## src/msi_consts.vh

```
// register map, field positions and reset values of the motion sensor interface
`ifndef MSI_CONSTS_VH
`define MSI_CONSTS_VH

// ----------------------------------------
// register offsets
// ----------------------------------------
`define MSI_ADDR_W 4
`define MSI_OFF_CTRL 4'h0
`define MSI_OFF_STAT 4'h1
`define MSI_OFF_MASK 4'h2
`define MSI_OFF_TRIM 4'h3

// ----------------------------------------
// field positions
// ----------------------------------------
`define MSI_CTRL_MEN 3
`define MSI_CTRL_SEL_HI 2
`define MSI_CTRL_SEL_LO 1
`define MSI_CTRL_START 0
`define MSI_STAT_MOTION 1
`define MSI_STAT_FLAG 0
`define MSI_MASK_MIE 0

// ----------------------------------------
// stage select codes and reset values
// ----------------------------------------
`define MSI_SEL_OFF 2'h0
`define MSI_SEL_CAP 2'h1
`define MSI_SEL_VOLT 2'h3
`define MSI_RST_TRIM 8'h00
`define MSI_RST_CTRL 4'h0

// ----------------------------------------
// measurement timing: settle time and clock period in ns, settle count in reference clock cycles
// ----------------------------------------
`define MSI_SETTLE_NS 200
`define MSI_CLK_NS 20
`define MSI_SETTLE_CYC ((`MSI_SETTLE_NS + `MSI_CLK_NS - 1) / `MSI_CLK_NS)

`endif

```

## src/msi_motion_sensor.v

```verilog
// motion sensor interface: control registers, poll sequencer, status and event flag
//
// Decided for this implementation: the address-and-strobe port and the register addresses.
`timescale 1ns/100ps
`default_nettype none
`include "msi_consts.vh"

module msi_motion_sensor (
  input wire ref_clk,                     // 50 MHz system clock
  input wire resetn,                      // asynchronous reset, active low
  input wire [`MSI_ADDR_W-1:0] reg_addr,  // register address
  input wire [7:0] reg_wdata,             // write data
  input wire reg_wr,                      // write strobe
  input wire reg_rd,                      // read strobe
  output reg [7:0] reg_rdata,             // read data, cycle after strobe
  input wire cap_freq_in,                 // capacitance unit frequency (pin domain)
  input wire volt_freq_in,                // voltage unit frequency (pin domain)
  input wire motion_poll_clock,           // low-power poll clock from timer0
  input wire cmp_below_ref,               // comparator: pin voltage below reference
  input wire global_irq_en,               // core global interrupt enable
  input wire irq_vector_ack,              // pulse: motion vector being executed
  output reg sensor_freq_out,             // selected frequency to timer2 clock
  output reg sensor_pin_ground,           // force all sensor pins to ground
  output reg sensor_pin_oe_n,             // sensor pin drive enable, low drives
  output reg ref_switch_on,               // closes divider switch during sampling
  output reg cmp_enable,                  // powers the comparator stage
  output reg [7:0] ref_trim_value,        // trim to reference generator
  output reg cap_unit_en,                 // capacitance unit enable
  output reg volt_unit_en,                // voltage unit enable
  output reg meas_start,                  // measurement start level
  output reg sensor_irq_line              // motion interrupt request
);

  // ----------------------------------------
  // sequencer states
  // ----------------------------------------
  localparam [3:0] ST_IDLE = 4'b0001;
  localparam [3:0] ST_SETTLE = 4'b0010;
  localparam [3:0] ST_SAMPLE = 4'b0100;
  localparam [3:0] ST_DONE = 4'b1000;
  // settle count is worked out in cycles from ns by the header; the counter holds eight bits
  localparam integer SETTLE_INT = `MSI_SETTLE_CYC;
  localparam [7:0] SETTLE_CYC = SETTLE_INT[7:0];

  // ----------------------------------------
  // synchronised inputs
  // ----------------------------------------
  // every pin-side input is async to ref_clk, so each one gets two flops
  wire cap_freq_s;
  wire volt_freq_s;
  wire poll_s;
  wire motion_compare_out;

  msi_sync2 u_sync_cap (
    .ref_clk(ref_clk),
    .resetn(resetn),
    .d_in(cap_freq_in),
    .q_out(cap_freq_s)
  );

  msi_sync2 u_sync_volt (
    .ref_clk(ref_clk),
    .resetn(resetn),
    .d_in(volt_freq_in),
    .q_out(volt_freq_s)
  );

  msi_sync2 u_sync_poll (
    .ref_clk(ref_clk),
    .resetn(resetn),
    .d_in(motion_poll_clock),
    .q_out(poll_s)
  );

  msi_sync2 u_sync_cmp (
    .ref_clk(ref_clk),
    .resetn(resetn),
    .d_in(cmp_below_ref),
    .q_out(motion_compare_out)
  );

  // ----------------------------------------
  // register state
  // ----------------------------------------
  reg motion_unit_enable_q;
  reg [1:0] sensor_stage_select_q;
  reg meas_start_q;
  reg [7:0] trim_q;
  reg motion_irq_enable_q;
  reg motion_status_bit_q;
  reg motion_event_flag_q;
  reg motion_event_flag_d;
  reg poll_prev_q;
  reg [3:0] state_q;
  reg [3:0] state_d;
  reg [7:0] cnt_q;
  reg [7:0] cnt_d;
  reg [7:0] rdata_d;

  wire wr_ctrl = reg_wr && (reg_addr == `MSI_OFF_CTRL);
  wire wr_stat = reg_wr && (reg_addr == `MSI_OFF_STAT);
  wire wr_mask = reg_wr && (reg_addr == `MSI_OFF_MASK);
  wire wr_trim = reg_wr && (reg_addr == `MSI_OFF_TRIM);
  wire cap_on = (sensor_stage_select_q == `MSI_SEL_CAP);
  wire volt_on = (sensor_stage_select_q == `MSI_SEL_VOLT);
  // detector resets low like the idle poll clock, so reset gives no false start
  wire poll_rise = poll_s && !poll_prev_q;
  // cap unit grounding the pins makes any sample meaningless
  wire sample_ok = motion_unit_enable_q && !cap_on;

  // ----------------------------------------
  // writable control registers
  // ----------------------------------------
  always @(posedge ref_clk or negedge resetn) begin
    if (!resetn) begin
      motion_unit_enable_q <= 1'b0;
      sensor_stage_select_q <= `MSI_SEL_OFF;
      meas_start_q <= 1'b0;
      trim_q <= `MSI_RST_TRIM;
      motion_irq_enable_q <= 1'b0;
    end else begin
      if (wr_ctrl) begin
        motion_unit_enable_q <= reg_wdata[`MSI_CTRL_MEN];
        sensor_stage_select_q <= reg_wdata[`MSI_CTRL_SEL_HI:`MSI_CTRL_SEL_LO];
        meas_start_q <= reg_wdata[`MSI_CTRL_START];
      end
      if (wr_trim) begin
        trim_q <= reg_wdata;
      end
      if (wr_mask) begin
        motion_irq_enable_q <= reg_wdata[`MSI_MASK_MIE];
      end
    end
  end

  // ----------------------------------------
  // poll sequencer, restarted from idle by disabling the unit
  // ----------------------------------------
  always @* begin
    state_d = state_q;
    cnt_d = cnt_q;
    case (state_q)
      ST_IDLE: begin
        if (sample_ok && poll_rise) begin
          state_d = ST_SETTLE;
          cnt_d = SETTLE_CYC;
        end
      end
      ST_SETTLE: begin
        // divider and comparator need the full settle time before a sample counts
        if (cnt_q <= 8'h01) begin
          state_d = ST_SAMPLE;
        end else begin
          cnt_d = cnt_q - 8'h01;
        end
      end
      ST_SAMPLE: begin
        state_d = ST_DONE;
      end
      ST_DONE: begin
        state_d = ST_IDLE;
      end
      default: begin
        state_d = ST_IDLE;
      end
    endcase
    if (!sample_ok) begin
      state_d = ST_IDLE;
      cnt_d = 8'h00;
    end
  end

  always @(posedge ref_clk or negedge resetn) begin
    if (!resetn) begin
      state_q <= ST_IDLE;
      cnt_q <= 8'h00;
      poll_prev_q <= 1'b0;
    end else begin
      state_q <= state_d;
      cnt_q <= cnt_d;
      poll_prev_q <= poll_s;
    end
  end

  // ----------------------------------------
  // motion status and event flag
  // ----------------------------------------
  always @* begin
    motion_event_flag_d = motion_event_flag_q;
    if (irq_vector_ack || (wr_stat && reg_wdata[`MSI_STAT_FLAG])) begin
      motion_event_flag_d = 1'b0;
    end
    // rising edge sets, wins over clear
    if ((state_q == ST_SAMPLE) && motion_compare_out && !motion_status_bit_q) begin
      motion_event_flag_d = 1'b1;
    end
  end

  always @(posedge ref_clk or negedge resetn) begin
    if (!resetn) begin
      motion_status_bit_q <= 1'b0;
      motion_event_flag_q <= 1'b0;
    end else begin
      motion_event_flag_q <= motion_event_flag_d;
      if (!sample_ok) begin
        motion_status_bit_q <= 1'b0;
      end else if (state_q == ST_SAMPLE) begin
        motion_status_bit_q <= motion_compare_out;
      end
    end
  end

  // ----------------------------------------
  // read mux, answered the cycle after the strobe
  // ----------------------------------------
  always @* begin
    rdata_d = 8'h00;
    case (reg_addr)
      `MSI_OFF_CTRL: begin
        rdata_d = {4'h0, motion_unit_enable_q, sensor_stage_select_q, meas_start_q};
      end
      `MSI_OFF_STAT: begin
        rdata_d = {6'h00, motion_status_bit_q, motion_event_flag_q};
      end
      `MSI_OFF_MASK: begin
        rdata_d = {7'h00, motion_irq_enable_q};
      end
      `MSI_OFF_TRIM: begin
        rdata_d = trim_q;
      end
      default: begin
        rdata_d = 8'h00;
      end
    endcase
  end

  // ----------------------------------------
  // registered outputs
  // ----------------------------------------
  always @(posedge ref_clk or negedge resetn) begin
    if (!resetn) begin
      reg_rdata <= 8'h00;
      sensor_freq_out <= 1'b0;
      sensor_pin_ground <= 1'b0;
      sensor_pin_oe_n <= 1'b1;
      ref_switch_on <= 1'b0;
      cmp_enable <= 1'b0;
      ref_trim_value <= `MSI_RST_TRIM;
      cap_unit_en <= 1'b0;
      volt_unit_en <= 1'b0;
      meas_start <= 1'b0;
      sensor_irq_line <= 1'b0;
    end else begin
      // read data is zero outside the answer cycle, so stale values never linger
      reg_rdata <= reg_rd ? rdata_d : 8'h00;
      sensor_freq_out <= cap_on ? cap_freq_s : (volt_on ? volt_freq_s : 1'b0);
      sensor_pin_ground <= cap_on;
      sensor_pin_oe_n <= !cap_on;
      // switch closes one cycle late, the price of a registered output
      ref_switch_on <= (state_q == ST_SETTLE) || (state_q == ST_SAMPLE);
      cmp_enable <= sample_ok;
      ref_trim_value <= trim_q;
      cap_unit_en <= cap_on;
      volt_unit_en <= volt_on;
      meas_start <= meas_start_q && (cap_on || volt_on);
      sensor_irq_line <= motion_event_flag_d && motion_irq_enable_q && global_irq_en;
    end
  end

endmodule

`default_nettype wire

```

## src/msi_sync2.v

```verilog
// two-stage synchroniser for one asynchronous level
`timescale 1ns/100ps
`default_nettype none

module msi_sync2 (
  input wire ref_clk,  // system clock
  input wire resetn,   // asynchronous reset, active low
  input wire d_in,     // asynchronous level
  output reg q_out     // synchronised level
);

  reg meta_q;

  // ----------------------------------------
  // first stage only feeds the second
  // ----------------------------------------
  always @(posedge ref_clk or negedge resetn) begin
    if (!resetn) begin
      meta_q <= 1'b0;
      q_out <= 1'b0;
    end else begin
      meta_q <= d_in;
      q_out <= meta_q;
    end
  end

endmodule

`default_nettype wire

```

## config.mk

```make
export PLATFORM = sky130hd
export DESIGN_NAME = msi_motion_sensor
export DESIGN_NICKNAME = d
export VERILOG_FILES = /design/src/msi_motion_sensor.v /design/src/msi_sync2.v
export VERILOG_INCLUDE_DIRS = /design/src
export SDC_FILE = /design/constraint.sdc
export NUM_CORES = 1
export LEC_CHECK = 0
export BUFFER_PORTS_ARGS = -buffer_cell sky130_fd_sc_hd__buf_2
export CELL_PAD_IN_SITES_DETAIL_PLACEMENT = 0
export CELL_PAD_IN_SITES_GLOBAL_PLACEMENT = 1
export CORE_MARGIN = 8
export CORE_UTILIZATION = 30
export DETAILED_ROUTE_END_ITERATION = 7
export GPL_TIMING_DRIVEN = 0
export PLACE_DENSITY_LB_ADDON = 0.1
export SLEW_MARGIN = 25
export SYNTH_ARGS = -nofsm -noshare
export SYNTH_HDL_FRONTEND = slang
export SYNTH_HIERARCHICAL = 1
export SYNTH_SLANG_ARGS = --single-unit
```

## constraint.sdc

```tcl
create_clock -name ref_clk -period 2.9 [get_ports ref_clk]
set_clock_uncertainty 0.2 [all_clocks]
set_input_delay 0 -clock ref_clk [delete_from_list [all_inputs] [get_ports ref_clk]]
set_output_delay 0 -clock ref_clk [all_outputs]
set_load 0.01 [all_outputs]
```

**After elaboration in Yosys (flattened, before gate mapping)**

Cells that the tools add are included.
Widths: inputs -> output; s select.

- Memories kept: 0
- Output and inout port bits: 25
- Logic and storage cells: 81
- Register bits after elaboration: 60
- Bits in latches: 0
- Memory bits (writable): 0
- ROM bits: 0
- Bits of input ports: 22

- Reduce and logical (&&, ||, !) cells: 22
- Divide/modulo/power cells: 0
- Add/subtract/negate cells: 1
- Magnitude comparators: 1
- $mul: 0
- Equality and inequality tests: 13
- Shifts and indexed selects: 0
- Mux-type cells: 16
- Bitwise gates (word level): 0

Operator list:

| kind | number |
|---|---|
| $mux 8 | 4 |
| $pmux 8 s4 | 1 |
| $pmux 8 s2 | 1 |
| $logic_and 1x1->1 | 13 |
| $eq 4x2->1 const B | 3 |
| $mux 4 | 3 |
| $pmux 4 s3 | 1 |
| $ne 3x3->1 const B | 3 |
| $eq 4x1->1 const B | 2 |
| $le 8x1->1 const B | 1 |
| $sub 8x1->8 const B | 1 |
| $mux 1 | 6 |
| $eq 4x3->1 const B | 1 |
| $logic_not 4->1 | 1 |
| $logic_not 1->1 | 3 |
| $logic_or 1x1->1 | 3 |
| $ne 3x1->1 const B | 1 |
| $reduce_and 3->1 | 1 |
| $eq 2x1->1 const B | 1 |
| $eq 2x2->1 const B | 1 |
| $ne 2x1->1 const B | 1 |
| $reduce_and 2->1 | 1 |

**Depth between registers and ports, before layout**

- Depth in word-level cells: 8
- Gate-level depth with buffers: 7
- Gate-level depth less buffers: 6

**Modules after synthesis**

Netlist, hierarchy kept.

Modules (own cells, without submodules):

| module | sequential area each (sq um) | area an instance (sq um) | times used | cells an instance |
|---|---|---|---|---|
| msi_motion_sensor | 1303.8 | 2108.3 | 1 | 168 |
| msi_sync2 | 50.0 | 50.0 | 4 | 2 |

**Least setup slack after synthesis**

No wires, ideal clock.

- Kind: register to register
- Start point: register cnt_q[4]
- End point: register cnt_q[2]
- Stages on the path, launching flop included: 6
- Setup slack: 0.646 ns
- Library setup time: 0.132 ns
- Arrival time: 1.922 ns
- Path buffers: 1
- Clock period less this slack: 2.254 ns
- Data required time: 2.568 ns
- Path through: dfrtp_1 > or4_4 > or4_2 > buf_2 > a31oi_1 > a31oi_1

- Cells in the longest elaborated chain, start to end: 3

RTL lines:

| what | line | RTL |
|---|---|---|
| from (decl) | msi_motion_sensor.v:96 | `reg [7:0] cnt_q;` |
| from (signal assigned) | msi_motion_sensor.v:180 | `cnt_q <= cnt_d;` |
| $le 8x1->1 | msi_motion_sensor.v:151 | `if (cnt_q <= 8'h01) begin` |
| $ne 3x3->1 (no source line) | -- |  |
| $reduce_and 3->1 (no source line) | -- |  |

Every way passes these cells.
A chain may end at the register's enable or synchronous reset.

**Final worst setup path**

- Start point: register state_q[3]
- End point: register sensor_irq_line

- Cells in the longest elaborated chain, start to end: 6

RTL lines:

| what | line | RTL |
|---|---|---|
| from (decl) | msi_motion_sensor.v:94 | `reg [3:0] state_q;` |
| from (signal assigned) | msi_motion_sensor.v:179 | `state_q <= state_d;` |
| $eq 4x3->1 | msi_motion_sensor.v:194 | `if ((state_q == ST_SAMPLE) && motion_compare_out && !motion_status_bit_q) begin` |
| $logic_and 1x1->1 (2 in series) | msi_motion_sensor.v:194 |  |
| $mux 1 | msi_motion_sensor.v:194 |  |
| via motion_event_flag_d | msi_motion_sensor.v:92 | `reg motion_event_flag_d;` |
| $logic_and 1x1->1 (2 in series) | msi_motion_sensor.v:266 | `sensor_irq_line <= motion_event_flag_d && motion_irq_enable_q && global_irq_en;` |
| to (signal assigned) | msi_motion_sensor.v:266 |  |
| to (decl) | msi_motion_sensor.v:31 | `output reg sensor_irq_line` |

The timed path passes the listed nets, and every way through them passes these cells.

==> run_results.csv <==
group,metric,value,unit
run_status,status,"finished, final reports clean",
floorplan,rows,32,
synthesis,synth.net_count,200,
synthesis,synth_fa_ha_area_share,1.08,%
synthesis,syn_area_per_cell,13.1,sq um
global_routing,antenna_found_initial,0,
run,drv_cap,0,
synthesis,yosys.area.top_type,"dfrtp_1",
hold_path,hold_depth,2,
setup_path,worstPathMaxFanout,4,
sta,slew_headroom,48.6,%
synthesis,yosys.area_share.simple,15.9,%
final_layout,multi_input_area,749,sq um
setup_path,r2r_cells,4,
sta,drv_slew,0,
final_layout,diodes,0,
routing,remaining_drc_errors,0,
floorplan,die_area,10800,sq um
hold_path,hp-class,"input pin to flip-flop",
setup_path,crit_path_end_kind,"flip-flop",
synthesis,synth_xor_area_share,0,%
clocking,cts_tree,"done",
sta,fmax,0.408,GHz
clocking,clk_latency,0.34,ns
final_layout,fillers,757,
clocking,clock-sinks,60,
routing,ant_nets,0,
final_layout,drive_gt1_share,35.0,%
routing,drt_iter0_markers,55,
clocking,clk_pin_slew,0.07,ns
synthesis,synth_cells,176,
synthesis,ys_ff_latch,60,
setup_path,crit_type,"flip-flop to flip-flop",
floorplan,die_h,104,um
setup_path,cp-start-kind,"flip-flop",
routing,firstDrtPassIters,4,
routing,vias,1636,
floorplan,io_pins,47,
placed_design,postPlaceCellArea,2680,sq um
synthesis,synthTopCellsByArea,"dfrtp_1, mux2_2, dfstp_2",
hold_path,min_from,"cmp_below_ref",
routing,routedWlPerCell,14.7,um
global_routing,grt_pass1_wl,9070,um
synthesis,synth_compound_area_share,6.83,%
final_layout,area_delta_synth_final,36.5,%
floorplan,die_x,104,um
sta,period_share,84.4,%
synthesis,muxShareOfSynthArea,8.62,%
sta,min_period,2.45,ns
setup_path,worstPathRequired,2.98,ns
synthesis,ys_warn_count,6,
clocking,cts-resized-gates,0,
floorplan,start_util,30.3,%
global_routing,overflow,0,
final_layout,fin_area,3150,sq um
routing,routed_wirelength,5350,um
final_layout,seqCellArea,1500,sq um
final_layout,nets,282,
placed_design,place_congestion,0.676,
synthesis,ys_types,40,
synthesis,synthTopCellsByCount,"dfrtp_1, mux2_2, nor2_1, inv_1, nand3_1",
clocking,cts_made_buffers,9,
placed_design,hpwlAfterDp,3530,um
sta,tightestPinTransition,0.761,ns
sta,rsz0062_at_grt,"false",
sta,setup_viol,0,
clocking,cts-root-buf,"clkbuf_8",
pwr,total_leakage_power,0.00154,uW
pwr,vdd_drop_max,0.287,mV
synthesis,synthesis.area,2310,sq um
synthesis,synth_enable_flop_cells,0,
global_routing,grt_pass1_vias,1740,
setup_path,r2r-end,"sensor_irq_line",
sta,hold_viol_final,0,
synthesis,yosysTopAreaCellShare,62.9,%
setup_path,rr_startpoint,"state_q[3]",
global_routing,grt_use_total,10.8,%
hold_path,hold_end,"u_sync_cmp/meta_q",
clocking,cts_max_level,3,
sta,fin_hold_ws,0.0988,ns
placed_design,numPortBuffers,44,
synthesis,yosysMostFrequentCell,"dfrtp_1",
global_routing,grt_max_degree,36,
synthesis,async_reset_ff_share,100,%
floorplan,core,7610,sq um
synthesis,synth_flop_cell,"dfrtp_1",
synthesis,synth_top_family_by_area,"simple AND/OR/NAND/NOR gates",
sta,finalSetupTns,0,ns
routing,via_per_inst,4.48,
setup_path,r2r_setup_slack,0.45,ns
setup_path,worstPathArrival,2.53,ns
clocking,clockBufferDepth,2,
pwr,power_density,690,nW/um^2
synthesis,ys_seq_area_share,65.1,%
==> cells by family after synthesis <==
kind of cell | after synthesis
and+or+nand+nor | 62
DFF | 60
AOI/OAI and AO/OA | 22
muxes | 17
buffers and inverters | 13
adders and majority gates | 2
==> layout by cell type, fill, tap and decap left out, types with 2 or more instances in the layout <==
| master | count |
|---|---|
| dfrtp_1 | 58 |
| buf_2 | 46 |
| dlygate4sd3_1 | 25 |
| mux2_2 | 13 |
| nor2_1 | 12 |
| clkbuf_8 | 10 |
| inv_1 | 8 |
| nand3_1 | 8 |
| nand2_1 | 7 |
| and2_1 | 6 |
| a31oi_1 | 5 |
| clkbuf_1 | 4 |
| o21ai_0 | 4 |
| nor3_1 | 4 |
| a21oi_1 | 3 |
| mux2i_1 | 3 |
| or4b_2 | 3 |
| o311ai_0 | 3 |
| or3_1 | 3 |
| or2b_2 | 2 |
| and3_1 | 2 |
| nand2b_1 | 2 |
| or3b_2 | 2 |
| nor3b_1 | 2 |
| and3_2 | 2 |
| o211ai_1 | 2 |
| ha_1 | 2 |
| buf_4 | 2 |
| bufinv_16 | 2 |
| dfstp_2 | 2 |
==> routing by layer <==
layer	vias up	share of wire [%]	global-route usage (%)
met5	-	0	0
met1	797	47	13.2
met3	10	4.6	4.34
met2	35	47	16.1
met4	0	2.0	5.58
li1	794	-	-
==> stage by stage <==
step                      std cells  setup slack [ns]  total power [uW]  util, %
after floorplan                 176             0.646              1190        -
after global routing            365             0.381              2300     41.4
after global placement          322             0.521              1330     34.9
final                           365             0.452              2180     41.4
after detailed placement        323             0.505              1340     35.2
after CTS                       365             0.416              2220     41.5
==> worst max-delay path, cell delays in order (launching register included) <==
cell and delay, ns:
dfrtp_1 0.40, or4b_2 0.75, o21ai_0 0.31, and3_1 0.19, dlygate4sd3_1 0.54
==> worst max path at each step <==
stage	start	to	slack, ns	cells past startpoint
2_1_floorplan	cnt_q[4]	cnt_q[2]	0.65	5
3_3_place_gp	cnt_q[4]	cnt_q[4]	0.52	4
3_5_place_dp	cnt_q[4]	cnt_q[5]	0.50	4
4_1_cts	resetn	cnt_q[5]	0.42	4
5_1_grt	reg_addr[3]	sensor_irq_line	0.38	7
6_report	state_q[3]	sensor_irq_line	0.45	4
==> layout make-up <==
class | instances | share of cell area (%)
timing repair buffer | 71 | 15.8
clock inverter | 4 | 2.30
buffer | 5 | 0.794
inverter | 8 | 0.953
multi-input combinational | 103 | 23.8
clock buffer | 12 | 4.60
tap | 102 | 4.05
sequential | 60 | 47.7
==> report_power, final <==
group	switching (uW)	internal, uW	total [uW]
clock	327	507	834
combinational	169	170	339
sequential	59.9	943	1000
==> registers in the layout (all words and copies together) (netlist names), 2 cells and up <==
| signal | count |
|---|---|
| cnt_q | 8 |
| ref_trim_value | 8 |
| reg_rdata | 8 |
| trim_q | 8 |
| state_q | 4 |
| sensor_stage_select_q | 2 |
==> repair_timing <==
action,in CTS,in global routing
hold endpoints to repair,86,0
hold buffers,26,0
setup buffers,0,0
Power figures use the tool's default switching activity.
